[src/verilog/srt_pkg.sv]
`default_nettype none
package srt_pkg;
	localparam int unsigned SRT_TARGETS = 4;
	// Exception levels and security state as presented by the core
	localparam logic [1:0] SRT_LVL_KERNEL = 2'h1;
	localparam logic [1:0] SRT_LVL_HYP = 2'h2;
	localparam logic [1:0] SRT_LVL_MON = 2'h3;
	// Interface-select register being accessed
	localparam logic [1:0] SRT_REG_MON = 2'h0;
	localparam logic [1:0] SRT_REG_HYP = 2'h1;
	localparam logic [1:0] SRT_REG_KERN = 2'h2;
	// Softint generation register being written
	localparam logic [1:0] SRT_SGI_OWN_G1 = 2'h0;
	localparam logic [1:0] SRT_SGI_OTHER_G1 = 2'h1;
	localparam logic [1:0] SRT_SGI_G0 = 2'h2;
	// Group configuration of the softint at a target
	localparam logic [1:0] SRT_GRP_S0 = 2'h0;
	localparam logic [1:0] SRT_GRP_S1 = 2'h1;
	localparam logic [1:0] SRT_GRP_NS1 = 2'h2;
	// Register bus map
	localparam logic [7:0] SRT_ADDR_CTRL = 8'h00;
	localparam logic [7:0] SRT_ADDR_STATUS = 8'h04;
	localparam logic [7:0] SRT_ADDR_MASK = 8'h08;
	localparam logic [7:0] SRT_ADDR_GROUP = 8'h0C;
	localparam logic [7:0] SRT_ADDR_PERMIT = 8'h10;
	localparam logic [7:0] SRT_ADDR_SELECT = 8'h14;
	// Control register fields
	localparam int unsigned SRT_CTRL_MON_EXISTS = 0;
	localparam int unsigned SRT_CTRL_MON_32BIT = 1;
	localparam int unsigned SRT_CTRL_SEC_DISABLE = 2;
	localparam int unsigned SRT_CTRL_AFF_BOTH = 3;
	localparam logic [3:0] SRT_CTRL_RESET = 4'h1;
	// Event bits of status and mask
	localparam int unsigned SRT_EV_UNDEF = 0;
	localparam int unsigned SRT_EV_TRAP_HYP = 1;
	localparam int unsigned SRT_EV_TRAP_MON = 2;
	localparam int unsigned SRT_EV_SGI_DROP = 3;
	localparam int unsigned SRT_EV_W = 4;
	// Select register reset value {select, enable}: select off, enable on
	localparam logic [1:0] SRT_SEL_RESET = 2'h1;

	typedef enum logic [1:0] {
		SRT_ALLOW,
		SRT_UNDEF,
		SRT_TRAP_HYP,
		SRT_TRAP_MON
	} srt_outcome_type;

	typedef struct packed {
		logic [1:0] regsel;
		logic [1:0] level;
		logic ns;
		logic write;
		logic wr_enable;
		logic wr_select;
	} srt_acc_type;

	typedef struct packed {
		logic [1:0] kind;
		logic [1:0] level;
		logic ns;
		logic [SRT_TARGETS-1:0] targets;
	} srt_sgi_type;

	typedef struct packed {
		logic sel;
		logic en;
	} srt_bits_type;
endpackage
`default_nettype wire

[src/verilog/srt_sysreg_trap.sv]
// Notes on behaviour
// - Monitor select register: monitor level read/write always; lower levels undefined.
// - Hypervisor select: monitor only non-secure; hypervisor traps to monitor if select&!enable.
// - Secure kernel copy: monitor allowed; secure kernel traps to monitor if select&!enable.
// - Non-secure kernel access: hypervisor trap first, then monitor trap, else allowed.
// - Non-secure kernel copy: monitor always allowed; hypervisor traps to monitor conditionally.
// - No monitor level: single kernel copy, hypervisor allowed, kernel may trap to hypervisor.
// - Unlisted access combinations do not occur; they answer undefined here.
// - Secure own-group write: signal S1, S0 only if security disabled, never NS1.
// - Secure other-group write with affinity: only NS1 targets signalled.
// - Non-secure own-group write: NS1 always, S1 only when permitted.
// - Non-secure other-group write: S1 only when permitted, never NS1.
// - Non-secure write to S0 target: permit or security disable; group0, own group1 and other group1 writes alike.
// - Secure group 1 delivered as group 0 when secure kernel off or disabled.
// - Other-state softints only while affinity routing enabled for both states.
// - Higher select at 0 forces dependent lower select to read zero, ignore writes.
// - Monitor or hypervisor select at 0 makes that level's enable act as 1 except for access.
// - Monitor in 32-bit state turns monitor traps into undefined at current level.
//
// Decided for this implementation: strobed register access and the address map.
`default_nettype none
module srt_sysreg_trap
	import srt_pkg::*;
(
	input wire logic SYS_CLK,
	input wire logic RST,
	input wire logic [7:0] ADDR,
	input wire logic [31:0] WDATA,
	input wire logic WR,
	input wire logic RD,
	output logic [31:0] RDATA,
	input wire logic ACC_VALID,
	input wire srt_acc_type ACC_REQ,
	output srt_outcome_type ACC_OUTCOME,
	output logic [1:0] ACC_RDATA,
	input wire logic SGI_VALID,
	input wire srt_sgi_type SGI_REQ,
	output logic [SRT_TARGETS-1:0] SGI_SIGNAL,
	output logic [SRT_TARGETS-1:0] SGI_AS_G0,
	output logic IRQ
);
	////////////////////////////////////////////////////////////////////////////
	// State
	logic [3:0] ctrl;
	logic [SRT_EV_W-1:0] status;
	logic [SRT_EV_W-1:0] mask;
	logic [2*SRT_TARGETS-1:0] groups;
	logic [SRT_TARGETS-1:0] permit;
	srt_bits_type mon_raw;
	srt_bits_type hyp_raw;
	srt_bits_type kern_s_raw;
	srt_bits_type kern_ns_raw;

	////////////////////////////////////////////////////////////////////////////
	// Effective select and enable values
	logic mon_exists;
	logic mon_32bit;
	logic sec_disable;
	logic aff_both;
	srt_bits_type mon_eff;
	srt_bits_type hyp_eff;
	srt_bits_type kern_s_eff;
	srt_bits_type kern_ns_eff;
	logic hyp_gate;

	assign mon_exists = ctrl[SRT_CTRL_MON_EXISTS];
	assign mon_32bit = ctrl[SRT_CTRL_MON_32BIT];
	assign sec_disable = ctrl[SRT_CTRL_SEC_DISABLE];
	assign aff_both = ctrl[SRT_CTRL_AFF_BOTH];
	assign mon_eff.sel = mon_raw.sel;
	assign mon_eff.en = mon_raw.en | ~mon_raw.sel;
	assign hyp_gate = ~mon_exists | mon_raw.sel;
	assign hyp_eff.sel = hyp_raw.sel & hyp_gate;
	assign hyp_eff.en = hyp_raw.en | ~hyp_eff.sel;
	assign kern_s_eff.sel = kern_s_raw.sel & mon_raw.sel;
	assign kern_s_eff.en = kern_s_raw.en;
	assign kern_ns_eff.sel = kern_ns_raw.sel & hyp_eff.sel;
	assign kern_ns_eff.en = kern_ns_raw.en;

	////////////////////////////////////////////////////////////////////////////
	// Access decision
	srt_outcome_type outcome;
	logic acc_ok;
	logic acc_wr;
	logic wr_mon;
	logic wr_hyp;
	logic wr_kern_s;
	logic wr_kern_ns;
	logic is_kern_s;
	srt_bits_type wbits;
	srt_bits_type rd_sel;

	srt_access_decide u_decide (
		.acc(ACC_REQ),
		.mon_exists(mon_exists),
		.mon_32bit(mon_32bit),
		.mon_eff(mon_eff),
		.hyp_eff(hyp_eff),
		.outcome(outcome)
	);

	assign ACC_OUTCOME = ACC_VALID ? outcome : SRT_ALLOW;
	assign acc_ok = ACC_VALID & (outcome == SRT_ALLOW);
	assign acc_wr = acc_ok & ACC_REQ.write;
	assign wbits.sel = ACC_REQ.wr_select;
	assign wbits.en = ACC_REQ.wr_enable;
	// Secure copy only exists with a monitor level
	assign is_kern_s = mon_exists & ~ACC_REQ.ns;
	assign wr_mon = acc_wr & (ACC_REQ.regsel == SRT_REG_MON);
	assign wr_hyp = acc_wr & (ACC_REQ.regsel == SRT_REG_HYP);
	assign wr_kern_s = acc_wr & (ACC_REQ.regsel == SRT_REG_KERN) & is_kern_s;
	assign wr_kern_ns = acc_wr & (ACC_REQ.regsel == SRT_REG_KERN) & ~is_kern_s;
	assign rd_sel = (ACC_REQ.regsel == SRT_REG_MON) ? mon_raw :
		(ACC_REQ.regsel == SRT_REG_HYP) ? {hyp_eff.sel, hyp_raw.en} :
		is_kern_s ? kern_s_eff : kern_ns_eff;

	// Writes to a forced-zero select are ignored
	always_ff @(posedge SYS_CLK) begin
		if (RST) begin
			mon_raw <= SRT_SEL_RESET;
			hyp_raw <= SRT_SEL_RESET;
			kern_s_raw <= SRT_SEL_RESET;
			kern_ns_raw <= SRT_SEL_RESET;
		end else begin
			if (wr_mon) begin
				mon_raw <= wbits;
			end
			if (wr_hyp) begin
				hyp_raw <= {wbits.sel & hyp_gate, wbits.en};
			end
			if (wr_kern_s) begin
				kern_s_raw <= {wbits.sel & mon_raw.sel, wbits.en};
			end
			if (wr_kern_ns) begin
				kern_ns_raw <= {wbits.sel & hyp_eff.sel, wbits.en};
			end
		end
	end

	always_ff @(posedge SYS_CLK) begin
		if (RST) begin
			ACC_RDATA <= 2'h0;
		end else begin
			ACC_RDATA <= (acc_ok & ~ACC_REQ.write) ? {rd_sel.en, rd_sel.sel} : 2'h0;
		end
	end

	////////////////////////////////////////////////////////////////////////////
	// Softint routing
	logic [SRT_TARGETS-1:0] route_sig;
	logic [SRT_TARGETS-1:0] route_g0;
	logic sgi_drop;

	srt_sgi_route u_route (
		.sgi(SGI_REQ),
		.groups(groups),
		.permit(permit),
		.sec_disable(sec_disable),
		.aff_both(aff_both),
		.kern_s_sel(kern_s_eff.sel),
		.signal(route_sig),
		.as_group0(route_g0)
	);

	assign sgi_drop = SGI_VALID & ((route_sig ^ SGI_REQ.targets) != '0);

	always_ff @(posedge SYS_CLK) begin
		if (RST) begin
			SGI_SIGNAL <= '0;
			SGI_AS_G0 <= '0;
		end else begin
			SGI_SIGNAL <= SGI_VALID ? route_sig : '0;
			SGI_AS_G0 <= SGI_VALID ? (route_sig & route_g0) : '0;
		end
	end

	////////////////////////////////////////////////////////////////////////////
	// Event status and interrupt
	logic [SRT_EV_W-1:0] events;
	logic [SRT_EV_W-1:0] clr;
	logic [SRT_EV_W-1:0] next_status;

	assign events[SRT_EV_UNDEF] = ACC_VALID & (outcome == SRT_UNDEF);
	assign events[SRT_EV_TRAP_HYP] = ACC_VALID & (outcome == SRT_TRAP_HYP);
	assign events[SRT_EV_TRAP_MON] = ACC_VALID & (outcome == SRT_TRAP_MON);
	assign events[SRT_EV_SGI_DROP] = sgi_drop;
	assign clr = (WR && ADDR == SRT_ADDR_STATUS) ? WDATA[SRT_EV_W-1:0] : '0;
	// Set wins over a simultaneous clear
	assign next_status = (status & ~clr) | events;
	assign IRQ = (status & mask) != '0;

	always_ff @(posedge SYS_CLK) begin
		if (RST) begin
			status <= '0;
		end else begin
			status <= next_status;
		end
	end

	////////////////////////////////////////////////////////////////////////////
	// Register bus
	always_ff @(posedge SYS_CLK) begin
		if (RST) begin
			ctrl <= SRT_CTRL_RESET;
			mask <= '0;
			groups <= '0;
			permit <= '0;
		end else if (WR) begin
			case (ADDR)
				SRT_ADDR_CTRL: ctrl <= WDATA[3:0];
				SRT_ADDR_MASK: mask <= WDATA[SRT_EV_W-1:0];
				SRT_ADDR_GROUP: groups <= WDATA[2*SRT_TARGETS-1:0];
				SRT_ADDR_PERMIT: permit <= WDATA[SRT_TARGETS-1:0];
				default: ;
			endcase
		end
	end

	logic [31:0] rd_mux;
	logic [7:0] sel_view;

	assign sel_view = {kern_ns_eff.en, kern_ns_eff.sel, kern_s_eff.en, kern_s_eff.sel,
		hyp_raw.en, hyp_eff.sel, mon_raw.en, mon_raw.sel};
	assign rd_mux = (ADDR == SRT_ADDR_CTRL) ? {28'h0, ctrl} :
		(ADDR == SRT_ADDR_STATUS) ? {28'h0, status} :
		(ADDR == SRT_ADDR_MASK) ? {28'h0, mask} :
		(ADDR == SRT_ADDR_GROUP) ? {24'h0, groups} :
		(ADDR == SRT_ADDR_PERMIT) ? {28'h0, permit} :
		(ADDR == SRT_ADDR_SELECT) ? {24'h0, sel_view} : 32'h0;

	always_ff @(posedge SYS_CLK) begin
		if (RST) begin
			RDATA <= 32'h0;
		end else begin
			RDATA <= RD ? rd_mux : 32'h0;
		end
	end
endmodule
`default_nettype wire

[src/verilog/srt_access_decide.sv]
`default_nettype none
module srt_access_decide
	import srt_pkg::*;
(
	input wire srt_acc_type acc,
	input wire logic mon_exists,
	input wire logic mon_32bit,
	input wire srt_bits_type mon_eff,
	input wire srt_bits_type hyp_eff,
	output srt_outcome_type outcome
);
	logic at_mon;
	logic at_hyp;
	logic at_kern;
	logic mon_trap;
	logic hyp_trap;
	srt_outcome_type mon_out;
	srt_outcome_type res_mon_reg;
	srt_outcome_type res_hyp_reg;
	srt_outcome_type res_kern_reg;
	srt_outcome_type res_kern_noel3;
	srt_outcome_type res_kern_el3;

	assign at_mon = acc.level == SRT_LVL_MON;
	assign at_hyp = acc.level == SRT_LVL_HYP;
	assign at_kern = acc.level == SRT_LVL_KERNEL;
	assign mon_trap = mon_exists & mon_eff.sel & ~mon_eff.en;
	assign hyp_trap = hyp_eff.sel & ~hyp_eff.en;
	assign mon_out = mon_32bit ? SRT_UNDEF : SRT_TRAP_MON;

	assign res_mon_reg = (mon_exists && at_mon) ? SRT_ALLOW : SRT_UNDEF;
	assign res_hyp_reg = !mon_exists ? (at_hyp ? SRT_ALLOW : SRT_UNDEF) :
		at_mon ? (acc.ns ? SRT_ALLOW : SRT_UNDEF) :
		(at_hyp && acc.ns) ? (mon_trap ? mon_out : SRT_ALLOW) : SRT_UNDEF;
	assign res_kern_noel3 = at_hyp ? SRT_ALLOW :
		at_kern ? (hyp_trap ? SRT_TRAP_HYP : SRT_ALLOW) : SRT_UNDEF;
	assign res_kern_el3 = at_mon ? SRT_ALLOW :
		!acc.ns ? (at_kern ? (mon_trap ? mon_out : SRT_ALLOW) : SRT_UNDEF) :
		at_hyp ? (mon_trap ? mon_out : SRT_ALLOW) :
		at_kern ? (hyp_trap ? SRT_TRAP_HYP : mon_trap ? mon_out : SRT_ALLOW) :
		SRT_UNDEF;
	assign res_kern_reg = mon_exists ? res_kern_el3 : res_kern_noel3;
	// One outcome per access
	assign outcome = (acc.regsel == SRT_REG_MON) ? res_mon_reg :
		(acc.regsel == SRT_REG_HYP) ? res_hyp_reg :
		(acc.regsel == SRT_REG_KERN) ? res_kern_reg : SRT_UNDEF;
endmodule
`default_nettype wire

[src/verilog/srt_sgi_route.sv]
`default_nettype none
module srt_sgi_route
	import srt_pkg::*;
(
	input wire srt_sgi_type sgi,
	input wire logic [2*SRT_TARGETS-1:0] groups,
	input wire logic [SRT_TARGETS-1:0] permit,
	input wire logic sec_disable,
	input wire logic aff_both,
	input wire logic kern_s_sel,
	output logic [SRT_TARGETS-1:0] signal,
	output logic [SRT_TARGETS-1:0] as_group0
);
	logic s1_as_g0;
	logic own;
	logic other;
	logic g0reg;

	assign s1_as_g0 = ~kern_s_sel | sec_disable;
	assign own = sgi.kind == SRT_SGI_OWN_G1;
	assign other = (sgi.kind == SRT_SGI_OTHER_G1) & aff_both;
	assign g0reg = sgi.kind == SRT_SGI_G0;

	genvar t;
	generate
		for (t = 0; t < SRT_TARGETS; t++) begin : g_tgt
			logic [1:0] grp;
			logic is_s0;
			logic is_s1;
			logic is_ns1;
			logic sec_ok;
			logic ns_ok;
			assign grp = groups[2*t +: 2];
			assign is_s0 = grp == SRT_GRP_S0;
			assign is_s1 = grp == SRT_GRP_S1;
			assign is_ns1 = grp == SRT_GRP_NS1;
			assign sec_ok = (own & ((is_s0 & sec_disable) | is_s1)) |
				(other & is_ns1) |
				(g0reg & is_s0);
			assign ns_ok = (own & (is_ns1 | (is_s1 & permit[t]))) |
				(other & is_s1 & permit[t]) |
				((own | other | g0reg) & is_s0 & (permit[t] | sec_disable));
			assign signal[t] = sgi.targets[t] & (sgi.ns ? ns_ok : sec_ok);
			assign as_group0[t] = is_s0 | (is_s1 & s1_as_g0);
		end
	endgenerate
endmodule
`default_nettype wire

[config.mk]
export PLATFORM = sky130hd
export DESIGN_NAME = srt_sysreg_trap
export DESIGN_NICKNAME = d
export VERILOG_FILES = /design/src/verilog/srt_pkg.sv /design/src/verilog/srt_sysreg_trap.sv /design/src/verilog/srt_access_decide.sv /design/src/verilog/srt_sgi_route.sv
export SDC_FILE = /design/constraint.sdc
export NUM_CORES = 1
export LEC_CHECK = 0
export CAP_MARGIN = 25
export CORE_ASPECT_RATIO = 0.8
export CORE_MARGIN = 1.5
export CORE_UTILIZATION = 63
export CTS_BUF_LIST = sky130_fd_sc_hd__clkbuf_16
export CTS_CLUSTER_DIAMETER = 60
export CTS_CLUSTER_SIZE = 16
export DETAILED_ROUTE_END_ITERATION = 6
export DONT_BUFFER_PORTS = 1
export PLACE_DENSITY = 0.88
export SLEW_MARGIN = 20
export SYNTH_ARGS = -nofsm -noshare
export SYNTH_HDL_FRONTEND = slang
export SYNTH_SLANG_ARGS = --single-unit
[constraint.sdc]
create_clock -name SYS_CLK -period 2.82 [get_ports SYS_CLK]
set_clock_uncertainty 0.2 [all_clocks]
set_input_delay 0.423 -clock SYS_CLK [delete_from_list [all_inputs] [get_ports SYS_CLK]]
set_output_delay 0.423 -clock SYS_CLK [all_outputs]
set_load 0.01 [all_outputs]
==> results by group <==
Placement
  – Place WS: ~0.18 ns
  – Dpl hpwl: about 5.3 mm
  – Final Wtd Congestion: 0.964
  – Port Buffers: 0

Worst hold path
  – Worst Hold Class: input port to register
  – Hold depth: 1

STA
  – Final-report hold violation count: 0
  – Relative slew slack: 59.6%
  – Worst slew pin tran: 0.600 ns
  – Max Fclk: 387 MHz
  – Setup WS post-layout: 0.236 ns
  – RSZ-0062 raised after global routing: no
  – TNS Setup: 0 ns
  – Fin. max-slew vios: 0
  – Fin crit period: 2.58 ns
  – Final setup fails: 0
  – Period utilization: between 90% and 100%

Global routing
  – Grt ovf: 0
  – Global-route wire length before repair: roughly 11 mm
  – Vias in the first global route: 2277
  – Largest net degree at the start of global routing: 29
  – Tot GR Track Use: 30.0%
  – Antenna violations before repair: 1

Synthesis
  – Post-synth EDFFs: 0
  – Synthesized area per cell: slightly above 8 um^2
  – #FFs+latches synth: 50
  – Synth warnings: 0
  – Most used DFF post-synth: dfxtp_1
  – Synth Area in Adders: 1.32%
  – Multiplexer share of the synthesized area: 8.37%
  – Largest family of logic cells by synthesized area: simple AND/OR/NAND/NOR gates
  – Netlist Area Pre-Place: approximately 0.0028 mm^2
  – Synth Area in Simple Gates: 25.7%
  – XOR/XNOR Fraction of Synth Area: 0%
  – Yosys cell types: 53
  – Post-synth ARST share: 0%
  – Seq/Total Area, Yosys: a little over a third
  – Post-Syn Instances: approximately 350
  – Synth Area in Compound Gates: 19.1%

Final layout
  – Layout overhead on the synthesized area: 5.68%
  – Share of layout cells above drive strength 1: under 10%
  – Most frequent cells in the layout: 50 x dfxtp_1, 43 x nand2_1, 36 x nor2_1
  – Most common library cell in the layout ignoring fill and taps: dfxtp_1
  – FILL cells: roughly 320
  – Layout Nets: 417
  – Sequential cell area: 0.00100 mm^2
  – Multi-input logic area: 0.00165 mm^2

Critical path
  – Buf+Inv Stages, Crit Path: 1
  – CP max stage delay: 0.47 ns
  – Worst Path Required: between 2 and 2.5 ns
  – Type of the worst setup path: register to output pin
  – CP max-delay cell: dfxtp_1
  – Crit path max fanout: 8
  – Reg2Reg Depth: 7
  – Worst Path Arrival: 1.96 ns
  – Cell family with most CP delay: compound AO/OA/AOI/OAI gates
  – Worst setup SP type: register
  – Critical path depth: 5
  – Worst Setup End Kind: output pin
  – Critical path cell sequence: inv_1 -> a2111oi_0 -> a211oi_1 -> a21oi_2 -> and2_1

Floorplan
  – Rows: 21
  – Die width: 78.1 um
  – Die height: 63.1 um
  – Starting utilization of the core area: between 60% and 70%
  – Total die area: approximately 0.0049 mm^2
  – Core box area: 0.00426 mm^2
  – Number of placed I/O pins: 108

Drt
  – DRT iter0 DRCs: between 200 and 300
  – DR vias/cell: 6.40
  – Vias: 2622
  – Pre-Repair DR Iteration Count: 5
  – Residual DRC: 0
  – WL final: 7.33 mm
  – Final ANT Viol Nets: 0
  – Routed WL per cell: 17.9 um

Pwr
  – Power per standard cell area: between 400 and 500 mW/mm^2
  – Sequential power share: 48.3%
  – Sw Share: a little over a fifth
  – Tot Pwr: 0.00149 W
  – Share of power burned in combinational logic: 7.3%
  – Leak: 1.14 nW
  – Total net switching power: 0.000322 W
  – Peak supply drop: about 0.34 mV
  – Pint: 0.00117 W
  – Clock power share: 44.4%

Clock tree
  – # clock sinks: 50
  – Clock Latency Late Sink: 0.29 ns
  – Clk root buf: clkbuf_16
  – Htree depth: 2
  – Clock buffer depth: 2
  – CTS tree: done
  – Clk pin slew, worst setup/hold paths: ~0.06 ns
  – CTS Buf Count: 5

Status
  – Status: complete, no violations

Job
  – Max-Cap Viols: 0
[state kept, by name, indices dropped and copies added (netlist names), 4 cells and up]
name / count
SGI_AS_G0: 4
RDATA: 8
groups: 8
ctrl: 4
SGI_SIGNAL: 4
permit: 4
mask: 4
status: 4
[Yosys cell counts, types with 3 or more instances]
cell | number | area share (%)
nor2_1 | 36 | 4.8
inv_1 | 10 | 1.3
o221ai_1 | 3 | 0.92
nand2_1 | 43 | 5.7
a211oi_1 | 5 | 1.3
a21o_1 | 3 | 0.79
and2_1 | 3 | 0.66
nand4_1 | 3 | 0.66
buf_4 | 25 | 6.6
a22oi_1 | 10 | 2.6
a21oi_1 | 29 | 5.1
mux2i_1 | 17 | 6.0
or4_1 | 3 | 0.79
nor3_1 | 3 | 0.53
nand3_1 | 19 | 3.3
o21ai_0 | 12 | 2.1
nand2b_1 | 5 | 1.1
and3_1 | 7 | 1.5
nor2b_1 | 7 | 1.5
ha_1 | 3 | 1.3
dfxtp_1 | 50 | 35
or3_1 | 3 | 0.66
clkbuf_1 | 13 | 1.7
[power groups by stage]
| stage | clock (W) | combinational [W] | sequential (W) |
|---|---|---|---|
| 6_report | 0.000661 | 0.000109 | 0.000719 |
| 5_1_grt | 0.000703 | 0.000119 | 0.000719 |
| 3_3_place_gp | 0 | 0.0000934 | 0.000734 |
| 2_1_floorplan | 0 | 0.000120 | 0.000732 |
| 3_5_place_dp | 0 | 0.0000947 | 0.000734 |
| 4_1_cts | 0.000664 | 0.000100 | 0.000718 |
[logic make-up (layout without fill, tap and decap cells)]
group / count (synthesis) / count (layout)
buffers and inverters: 51 / 27
muxes: 21 / 21
AOI/OAI and AO/OA: 81 / 81
DFF: 50 / 50
adders and majority gates: 3 / 3
and+or+nand+nor: 146 / 146
other: 1 / 25
[cell type report]
class | instances | share of cell area [%]
tap | 57 | 2.37
antenna | 1 | 0.0833
inverter | 10 | 1.25
sequential | 50 | 33.3
clock buffer | 5 | 4.17
multi-input combinational | 275 | 54.9
timing repair buffer | 9 | 2.67
clock inverter | 3 | 1.25
[worst paths after layout]
check	start	endpoint	slack (ns)
worst max-delay path	ctrl[0]$_SDFFE_PP1P_	ACC_OUTCOME[0]	0.24
worst min-delay path	RST	ctrl[1]$_SDFFE_PP0P_	0.004
worst max register to register	mon_eff[1]$_SDFFE_PP0P_	mon_eff[1]$_SDFFE_PP0P_	0.24
worst min register to register	ctrl[1]$_SDFFE_PP0P_	ctrl[1]$_SDFFE_PP0P_	0.28
[what timing repair did]
item,4_1_cts,5_1_grt
setup buffers,0,0
gates resized for setup,0,1
hold buffers,3,2
endpoints found under the hold margin,3,6
setup endpoints to repair,0,1
[worst register-to-register path: stages, from the launching register on]
cell	delay, ns
dfxtp_1	0.45
or2b_1	0.23
nand4_1	0.22
a211oi_1	0.33
a21oi_2	0.12
buf_4	0.18
nor4_1	0.52
mux2i_1	0.27
[through the flow]
| step | cell area, um^2 | hold slack, ns | util (%) | instances |
|---|---|---|---|---|
| 3_5_place_dp | 2780 | 0.278 | 65.4 | 396 |
| 5_1_grt | 3000 | 0.000128 | 70.5 | 410 |
| 2_1_floorplan | 2930 | 0.250 | - | 376 |
| 4_1_cts | 2980 | 0.00145 | 69.9 | 407 |
| 6_report | 3000 | 0.00361 | 70.5 | 410 |
| 3_3_place_gp | 2780 | 0.274 | 65.4 | 396 |
[routing by layer]
layer	global-route usage, %	vias up	share of wire [%]
li1	-	1210	-
met1	42.0	1197	41
met2	44.7	194	45
met3	7.68	21	12
met4	10.7	0	2.7
met5	0	-	0
No activity file was read; power rests on OpenSTA's default activity.
